$ cat src/core/pcf_pkg.sv
// Package: register map, mode codes and pad carrier for the port 4/5 pin configuration
package pcf_pkg;
   // ----------------------------------------
   // Register offsets
   // ----------------------------------------
   localparam logic [15:0] OFF_UP_CFG = 16'hb018;
   localparam logic [15:0] OFF_PE_CFG = 16'hb01c;
   localparam logic [15:0] OFF_UP_PD = 16'hb02c;
   localparam logic [15:0] OFF_PE_PU = 16'hb02d;
   // ----------------------------------------
   // Reset values
   // ----------------------------------------
   localparam logic [15:0] RST_UP_CFG = 16'h0000;
   localparam logic [16:0] RST_PE_CFG = 17'h0_0000;
   localparam logic [7:0] RST_UP_PD = 8'hff;
   localparam logic [7:0] RST_PE_PU = 8'h00;
   // ----------------------------------------
   // Field positions and mode codes
   // ----------------------------------------
   localparam int RX_LSB = 12;
   localparam int TX_LSB = 14;
   localparam logic [1:0] MD_IN = 2'b00;
   localparam logic [1:0] MD_GPO = 2'b01;
   localparam logic [1:0] MD_ALT = 2'b10;
   localparam logic [1:0] MD_AUX = 2'b11;
   localparam logic [2:0] TX_IN = 3'b000;
   localparam logic [2:0] TX_GPO = 3'b001;
   localparam logic [2:0] TX_OD = 3'b011;
   localparam logic [2:0] TX_UPP = 3'b101;
   localparam logic [2:0] TX_UOD = 3'b111;
   // Pad carrier: output value and output enable per pin
   typedef struct packed {
      logic [7:0] out;
      logic [7:0] oe;
   } pcf_pad_t;
endpackage

$ cat src/core/pcf_port_config.sv
// Pin configuration for the upper-address port and the peripheral port
`timescale 1ns/1ps
module pcf_port_config (
   input wire logic clk_sys,
   input wire logic sys_rst,
   input wire logic [15:0] regAddr,
   input wire logic [31:0] regWdata,
   input wire logic regWr,
   input wire logic regRd,
   output logic [31:0] regRdata,
   input wire logic [7:0] upPinIn,
   output pcf_pkg::pcf_pad_t upPad,
   output logic [7:0] upPullDown,
   input wire logic [7:0] upGpioOut,
   output logic [7:0] upGpioIn,
   input wire logic [7:0] extAddrHigh,
   input wire logic [7:0] extDataOut,
   input wire logic extDataOe,
   output logic [7:0] extDataIn,
   input wire logic [7:0] periphPinIn,
   output pcf_pkg::pcf_pad_t periphPad,
   output logic [7:0] periphPullUp,
   input wire logic [7:0] periphGpioOut,
   output logic [7:0] periphGpioIn,
   output logic extDmaRequestCh0N,
   output logic extDmaRequestCh1N,
   input wire logic dmaAckCh0N,
   input wire logic dmaAckCh1N,
   input wire logic i2cSdaDriveLow,
   input wire logic i2cSclDriveLow,
   output logic i2cSdaIn,
   output logic i2cSclIn,
   input wire logic uartEnable,
   input wire logic serialTransmitLine,
   output logic serialReceiveLine
);
   import pcf_pkg::*;

   // ----------------------------------------
   // Configuration registers
   // ----------------------------------------
   logic [15:0] upCfg;
   logic [16:0] peCfg;
   logic upCfgHit;
   logic peCfgHit;
   logic upPdHit;
   logic pePuHit;

   assign upCfgHit = regAddr == OFF_UP_CFG;
   assign peCfgHit = regAddr == OFF_PE_CFG;
   assign upPdHit = regAddr == OFF_UP_PD;
   assign pePuHit = regAddr == OFF_PE_PU;

   always_ff @(posedge clk_sys) begin
      if (sys_rst) begin
         upCfg <= RST_UP_CFG;
         peCfg <= RST_PE_CFG;
      end else if (regWr) begin
         if (upCfgHit) begin
            upCfg <= regWdata[15:0];
         end
         if (peCfgHit) begin
            peCfg <= regWdata[16:0];
         end
      end
   end

   // Pull controls go straight to the pads, so the registers are the outputs
   always_ff @(posedge clk_sys) begin
      if (sys_rst) begin
         upPullDown <= RST_UP_PD;
         periphPullUp <= RST_PE_PU;
      end else if (regWr) begin
         if (upPdHit) begin
            upPullDown <= regWdata[7:0];
         end
         if (pePuHit) begin
            periphPullUp <= regWdata[7:0];
         end
      end
   end

   // Unmapped addresses read as zero; data stands one cycle after the strobe
   always_ff @(posedge clk_sys) begin
      if (sys_rst) begin
         regRdata <= 32'h0000_0000;
      end else if (regRd) begin
         if (upCfgHit) begin
            regRdata <= {16'h0000, upCfg};
         end else if (peCfgHit) begin
            regRdata <= {15'h0000, peCfg};
         end else if (upPdHit) begin
            regRdata <= {24'h00_0000, upPullDown};
         end else if (pePuHit) begin
            regRdata <= {24'h00_0000, periphPullUp};
         end else begin
            regRdata <= 32'h0000_0000;
         end
      end else begin
         regRdata <= 32'h0000_0000;
      end
   end

   // ----------------------------------------
   // Upper-address port pin muxing
   // ----------------------------------------
   logic [7:0] next_upOut;
   logic [7:0] next_upOe;
   logic [7:0] next_dataIn;

   genvar gi;
   generate
      for (gi = 0; gi < 8; gi++) begin : g_up
         logic [1:0] mode;
         assign mode = upCfg[2*gi +: 2];
         assign next_upOe[gi] = (mode == MD_GPO) || (mode == MD_ALT) ||
            ((mode == MD_AUX) && extDataOe);
         assign next_upOut[gi] = (mode == MD_GPO) ? upGpioOut[gi] :
            (mode == MD_ALT) ? extAddrHigh[gi] :
            (mode == MD_AUX) ? extDataOut[gi] : 1'b0;
         assign next_dataIn[gi] = (mode == MD_AUX) ? upPinIn[gi] : 1'b0;
      end
   endgenerate

   always_ff @(posedge clk_sys) begin
      if (sys_rst) begin
         upPad <= '0;
         extDataIn <= 8'h00;
         upGpioIn <= 8'h00;
      end else begin
         upPad.out <= next_upOut;
         upPad.oe <= next_upOe;
         extDataIn <= next_dataIn;
         upGpioIn <= upPinIn;
      end
   end

   // ----------------------------------------
   // Peripheral port pin muxing
   // ----------------------------------------
   logic [7:0] next_peOut;
   logic [7:0] next_peOe;
   logic [1:0] next_dreqN;
   logic next_sda;
   logic next_scl;
   logic next_rx;
   logic [1:0] rxMode;
   logic [2:0] txMode;
   logic [1:0] ackN;

   assign rxMode = peCfg[RX_LSB +: 2];
   assign txMode = peCfg[TX_LSB +: 3];
   assign ackN = {dmaAckCh1N, dmaAckCh0N};

   // Open-drain pins only ever drive low: out held 0, enable carries the inverted level
   always_comb begin
      next_peOut = 8'h00;
      next_peOe = 8'h00;
      next_dreqN = 2'b11;
      next_sda = 1'b1;
      next_scl = 1'b1;
      next_rx = 1'b1;
      for (int p = 0; p < 6; p++) begin
         if (peCfg[2*p +: 2] == MD_GPO) begin
            next_peOut[p] = periphGpioOut[p];
            next_peOe[p] = 1'b1;
         end
      end
      for (int c = 0; c < 2; c++) begin
         if (peCfg[4*c +: 2] == MD_ALT) begin
            next_dreqN[c] = periphPinIn[2*c];
         end
         if (peCfg[4*c+2 +: 2] == MD_ALT) begin
            next_peOut[2*c+1] = ackN[c];
            next_peOe[2*c+1] = 1'b1;
         end
      end
      if (peCfg[9:8] == MD_ALT) begin
         next_peOe[4] = i2cSdaDriveLow;
         next_sda = periphPinIn[4];
      end
      if (peCfg[11:10] == MD_ALT) begin
         next_peOe[5] = i2cSclDriveLow;
         next_scl = periphPinIn[5];
      end
      case (rxMode)
         MD_IN: next_rx = uartEnable ? periphPinIn[6] : 1'b1;
         MD_GPO: begin
            next_peOut[6] = periphGpioOut[6];
            next_peOe[6] = 1'b1;
         end
         MD_ALT: next_peOe[6] = !periphGpioOut[6];
         default: ;
      endcase
      case (txMode)
         TX_GPO: begin
            next_peOut[7] = periphGpioOut[7];
            next_peOe[7] = 1'b1;
         end
         TX_OD: next_peOe[7] = !periphGpioOut[7];
         TX_UPP: begin
            next_peOut[7] = serialTransmitLine;
            next_peOe[7] = 1'b1;
         end
         TX_UOD: next_peOe[7] = !serialTransmitLine;
         default: ;
      endcase
   end

   always_ff @(posedge clk_sys) begin
      if (sys_rst) begin
         periphPad <= '0;
         periphGpioIn <= 8'h00;
         extDmaRequestCh0N <= 1'b1;
         extDmaRequestCh1N <= 1'b1;
         i2cSdaIn <= 1'b1;
         i2cSclIn <= 1'b1;
         serialReceiveLine <= 1'b1;
      end else begin
         periphPad.out <= next_peOut;
         periphPad.oe <= next_peOe;
         periphGpioIn <= periphPinIn;
         extDmaRequestCh0N <= next_dreqN[0];
         extDmaRequestCh1N <= next_dreqN[1];
         i2cSdaIn <= next_sda;
         i2cSclIn <= next_scl;
         serialReceiveLine <= next_rx;
      end
   end
endmodule // pcf_port_config

$ cat config.mk
export PLATFORM = sky130hd
export DESIGN_NAME = pcf_port_config
export DESIGN_NICKNAME = d
export VERILOG_FILES = /design/src/core/pcf_pkg.sv /design/src/core/pcf_port_config.sv
export SDC_FILE = /design/constraint.sdc
export NUM_CORES = 1
export LEC_CHECK = 0
export BUFFER_PORTS_ARGS = -buffer_cell sky130_fd_sc_hd__buf_2
export CAP_MARGIN = 20
export CORE_ASPECT_RATIO = 1.75
export CORE_MARGIN = 4
export CORE_UTILIZATION = 44
export DETAILED_ROUTE_END_ITERATION = 10
export GPL_ROUTABILITY_DRIVEN = 0
export PLACE_DENSITY = 0.82
export SYNTH_ARGS = -nofsm -noshare
export SYNTH_HDL_FRONTEND = slang
export SYNTH_SLANG_ARGS = --single-unit
$ cat constraint.sdc
create_clock -name clk_sys -period 1.55 [get_ports clk_sys]
set_input_delay 0.155 -clock clk_sys [delete_from_list [all_inputs] [get_ports clk_sys]]
set_output_delay 0.155 -clock clk_sys [all_outputs]
set_load 0.03 [all_outputs]
---- Yosys cells after proc, flatten, opt, wreduce, memory -nomap -nowiden ----
Cells that the tools add are included.
word-level totals
  register bits ........................... 142
  input port bits ......................... 107
  output and inout port bits .............. 109
  word-level logic and storage cells ...... 196
operators by class
  equality and inequality tests ........... 46
  muxes and demuxes ....................... 45
  bitwise logic cells ..................... 20
  reductions and logical operators ........ 54
operators by type and width
  operator              number
  $eq 16x16->1 const B  4
  $eq 2x2->1 const B    23
  $mux 1                38
  $reduce_or 2->1       19
  $eq 2x1->1 const B    15
  $not 1->1             20
  $mux 17               1
  $logic_or 1x1->1      16
  $mux 16               1
  $mux 8                2
  $logic_and 1x1->1     8
  $reduce_and 2->1      4
  $eq 3x3->1 const B    2
  $reduce_or 3->1       2
  $reduce_or 5->1       1
  $pmux 1 s2            2
  $eq 3x1->1 const B    1
  $eq 3x2->1 const B    1
  $logic_not 1->1       3
  $pmux 1 s3            1
  $logic_not 2->1       1

---- Logic depth before layout (Yosys ltp) ----
  word-level depth ........................ 5
  gate-level depth with buffers ........... 6
  depth with buffers taken out ............ 6

---- Worst setup path before layout ----
OpenSTA, ideal clock, no wires.
  path kind ............................... input port to flip-flop
  from .................................... in regAddr[7]
  to ...................................... reg upCfg[6]
  library setup time ...................... 0.072 ns
  arrival time ............................ 1.395 ns
  required time ........................... 1.478 ns
  slack ................................... 0.084 ns
  stages .................................. 6
  buffers on the path ..................... 2
  cells stage by stage .................... nor4b_4 > nand4_4 > nor3b_2 > buf_6 > buf_12 > mux2i_1
between the ends
  word-level cells in the longest chain between the ends .. 2
ends and longest elaborated chain
  element                     line                   source
  start, declared             pcf_port_config.sv:6   input wire logic [15:0] regAddr,
  $eq 16x16->1                pcf_port_config.sv:49  assign upCfgHit = regAddr == OFF_UP_CFG;
  $reduce_and 2->1 (no line)  --
  end signal, assigned        pcf_port_config.sv:60  upCfg <= regWdata[15:0];
  end, declared               pcf_port_config.sv:42  logic [15:0] upCfg;
Every way passes these cells.
A chain may end at the register's enable or synchronous reset.

---- Worst setup path after layout ----
  from .................................... reg peCfg[12]
  to ...................................... reg serialReceiveLine
between the ends
  word-level cells in the longest chain between the ends .. 3
ends and longest elaborated chain
  element                    line                    source
  start, declared            pcf_port_config.sv:43   logic [16:0] peCfg;
  start signal, assigned     pcf_port_config.sv:63   peCfg <= regWdata[16:0];
  $logic_not 2->1            pcf_port_config.sv:186  case (rxMode)
  $not 1->1 (no line)        --
  $reduce_or 3->1 (no line)  --
  end signal, assigned       pcf_port_config.sv:227  serialReceiveLine <= next_rx;
  end, declared              pcf_port_config.sv:35   output logic serialReceiveLine
Every way passes these cells.

==> results.json <==
{
  "outcome": "completed",
  "cts.sinks": 127,
  "syn_avg_cell_area_sq_um": 10.2,
  "cts_tree": "built",
  "core_area_sq_um": 12000,
  "final_nets": 897,
  "setup_violations": 0,
  "critPathRequiredTime_ns": 1.90,
  "hold_violations": 0,
  "die_h_um": 154,
  "fin_cells": 938,
  "async_flop_share_pct": 0,
  "grt_pass1_vias": 4623,
  "leakage_nw": 3.54,
  "dieWidth_um": 91.5,
  "timing.setup.tns_ns": 0,
  "synthMuxAreaShare_pct": 12.3,
  "fin_crit_ns": 1.38,
  "placedCellCount": 875,
  "syn2layout_area_growth_pct": 40.0,
  "cts_made_buffers": 17,
  "worstReg2RegEnd": "serialReceiveLine",
  "critPathMaxFanout": 4,
  "post-route-drc-count": 0,
  "post_cts_buffers": 0,
  "drive_gt1_share_pct": 32.8,
  "fp.dieArea_sq_um": 14100,
  "synth_area_sq_um": 5370,
  "r2r-start": "peCfg[12]",
  "ys_types": 37,
  "drt_first_pass_iters": 4,
  "layout_commonest_cell": "buf_2",
  "cts.path.max_buffers": 2,
  "powerDensity_nw_per_um2": 1080,
  "antenna_found_initial": 1,
  "drv_slew": 0,
  "synth-seq-cells": 127,
  "initial_core_util_pct": 44.7,
  "yosys.area_share.xor_xnor_pct": 0,
  "worstSetupEndpointType": "register",
  "grt_first_pass_wirelength_um": 22100,
  "synthAdderAreaFrac_pct": 7.22,
  "syn_inst": 525,
  "reg2reg_depth": 4,
  "finClkSkew_ns": 0.00710,
  "htree_levels": 4,
  "cts_resized": 0,
  "rsz0062_at_grt": "no",
  "seq_area_frac_synth_pct": 47.3,
  "cap_viol_max_count": 0,
  "synth_warnings": 0,
  "grt-ovfl-total": 0,
  "synth-main-ff-cell": "dfxtp_1",
  "via_per_inst": 4.75,
  "synth_compound_area_share_pct": 5.13,
  "critPathKind": "reg2reg",
  "synth_top_family_by_area": "simple AND/OR/NAND/NOR gates",
  "cts.clk_slew.worst_paths_ns": 0.06,
  "clk_latency_ns": 0.41,
  "avgRoutedWirePerCell_um": 14.7,
  "grt_usage_pct": 19.7,
  "num_io_pins": 216,
  "num_rows": 53,
  "io_buffers": 185,
  "synth-edff-count": 0,
  "root_buffer": "clkbuf_16",
  "wl_um": 13800,
  "worstPathArrival_ns": 1.73,
  "num_vias": 4455,
  "worstHoldStart": "upPinIn[1]",
  "fmax_ghz": 0.725,
  "grt_max_degree": 42,
  "ant_nets": 0,
  "fin_crit_sh_pct": 89.0,
  "hold_path.class": "in2reg",
  "ir_worst_vdd_mv": 1.20,
  "rrSetupSlack_ns": 0.17,
  "worst_setup_path_start_kind": "register",
  "dp_hpwl_um": 10000,
  "hold-path-cell-count": 2,
  "final_cell_mix": "buf_2 (184), dfxtp_1 (127), mux2i_1 (66), nand2b_1 (60), nor2_1 (44)",
  "worstHoldEndpoint": "upGpioIn[1]",
  "drt-initial-drc-count": 168,
  "synthSimpleGateAreaFrac_pct": 22.0
}
==> routing by layer <==
| layer | GRT usage [%] | vias to the layer above | share of wire, % |
|---|---|---|---|
| met4 | 10.2 | 0 | 3.4 |
| met3 | 4.94 | 35 | 5.4 |
| li1 | - | 2185 | - |
| met2 | 35.5 | 158 | 53 |
| met1 | 20.7 | 2077 | 38 |
| met5 | 0 | - | 0 |
==> stage by stage <==
stage / util [%] / instance area, sq um / setup WS [ns] / hold slack, ns / total power [mW]
floorplan: - / 5420 / 0.0839 / 0.251 / 3.64
global placement: 54.7 / 6570 / 0.0256 / 0.357 / 3.81
detailed placement: 54.7 / 6570 / -0.0132 / 0.362 / 3.81
CTS: 62.6 / 7520 / 0.195 / 0.00141 / 8.20
global route: 62.6 / 7520 / 0.0876 / 0.0185 / 8.39
finish: 62.6 / 7520 / 0.171 / 0.00644 / 8.14
==> sequential cells by signal, indices dropped and copies added, names as in the netlist <==
register	flops
i2cSclIn	1
upPad	16
extDataIn	8
periphGpioIn	8
periphPullUp	8
serialReceiveLine	1
regRdata	17
upGpioIn	8
upCfg	16
extDmaRequestCh1N	1
periphPad	16
peCfg	17
upPullDown	8
i2cSdaIn	1
extDmaRequestCh0N	1
==> where the power goes <==
| group | switching [mW] | total, mW | internal (mW) |
|---|---|---|---|
| logic | 0.274 | 0.506 | 0.233 |
| registers | 0.00467 | 3.29 | 3.29 |
| clock network | 1.40 | 4.34 | 2.94 |
| total | 1.68 | 8.14 | 6.46 |
==> cell usage after synthesis, drive strengths merged (2+ instances only) <==
master  number  area share, %
a21oi       33            3.1
and2        10            1.2
and4         2           0.37
and4b        2           0.40
buf         23            3.3
clkbuf      14           0.98
dfxtp      127             47
ha          31            7.2
inv         23            1.6
mux2i       66             12
nand2       21            1.5
nand2b      60            7.0
nand3b      10            1.4
nand4        3           0.63
nor2        44            3.1
nor2b       23            2.7
nor3b        8            1.2
nor4b        2           0.61
o211a        4           0.75
o221a        4           0.84
o22ai        4           0.47
or4b         4           0.75
==> cell families (layout without fill, tap and decap cells) <==
logic type / after synthesis / in the layout
muxes: 66 / 66
and+or+nand+nor: 195 / 195
other: 1 / 16
adders and majority gates: 31 / 31
buffers and inverters: 60 / 293
DFF: 127 / 127
AOI/OAI and AO/OA: 45 / 45
==> critical path, stage by stage (launching register included) <==
cell           delay [ns]
dfxtp_1              0.38
inv_1                0.08
ha_1                 0.21
nand4bb_1            0.10
dlygate4sd3_1        0.56
==> repair_timing <==
action | in CTS | in global routing
endpoints found under the setup margin | 0 | 0
hold endpoints to repair | 33 | 0
hold buffers | 30 | 0
==> final cells by class <==
cell class / instances / area (sq um)
Timing Repair Buffer: 238 / 1460
Antenna cell: 1 / 2.50
Clock inverter: 10 / 184
Fill cell: 977 / 4480
Sequential cell: 127 / 2540
Multi-Input combinational cell: 352 / 2570
Tap cell: 165 / 206
Inverter: 23 / 86.3
Clock buffer: 22 / 464
==> how the worst max path moves through the flow <==
stage / cells after the start / startpoint / endpoint / slack (ns)
6_report: 4 / peCfg[12] / serialReceiveLine / 0.17
5_1_grt: 4 / peCfg[12] / serialReceiveLine / 0.09
4_1_cts: 4 / peCfg[12] / serialReceiveLine / 0.19
3_5_place_dp: 7 / regAddr[9] / upCfg[15] / -0.01
3_3_place_gp: 7 / regAddr[9] / upCfg[13] / 0.03
2_1_floorplan: 6 / regAddr[7] / upCfg[6] / 0.08
Power figures use the tool's default switching activity.
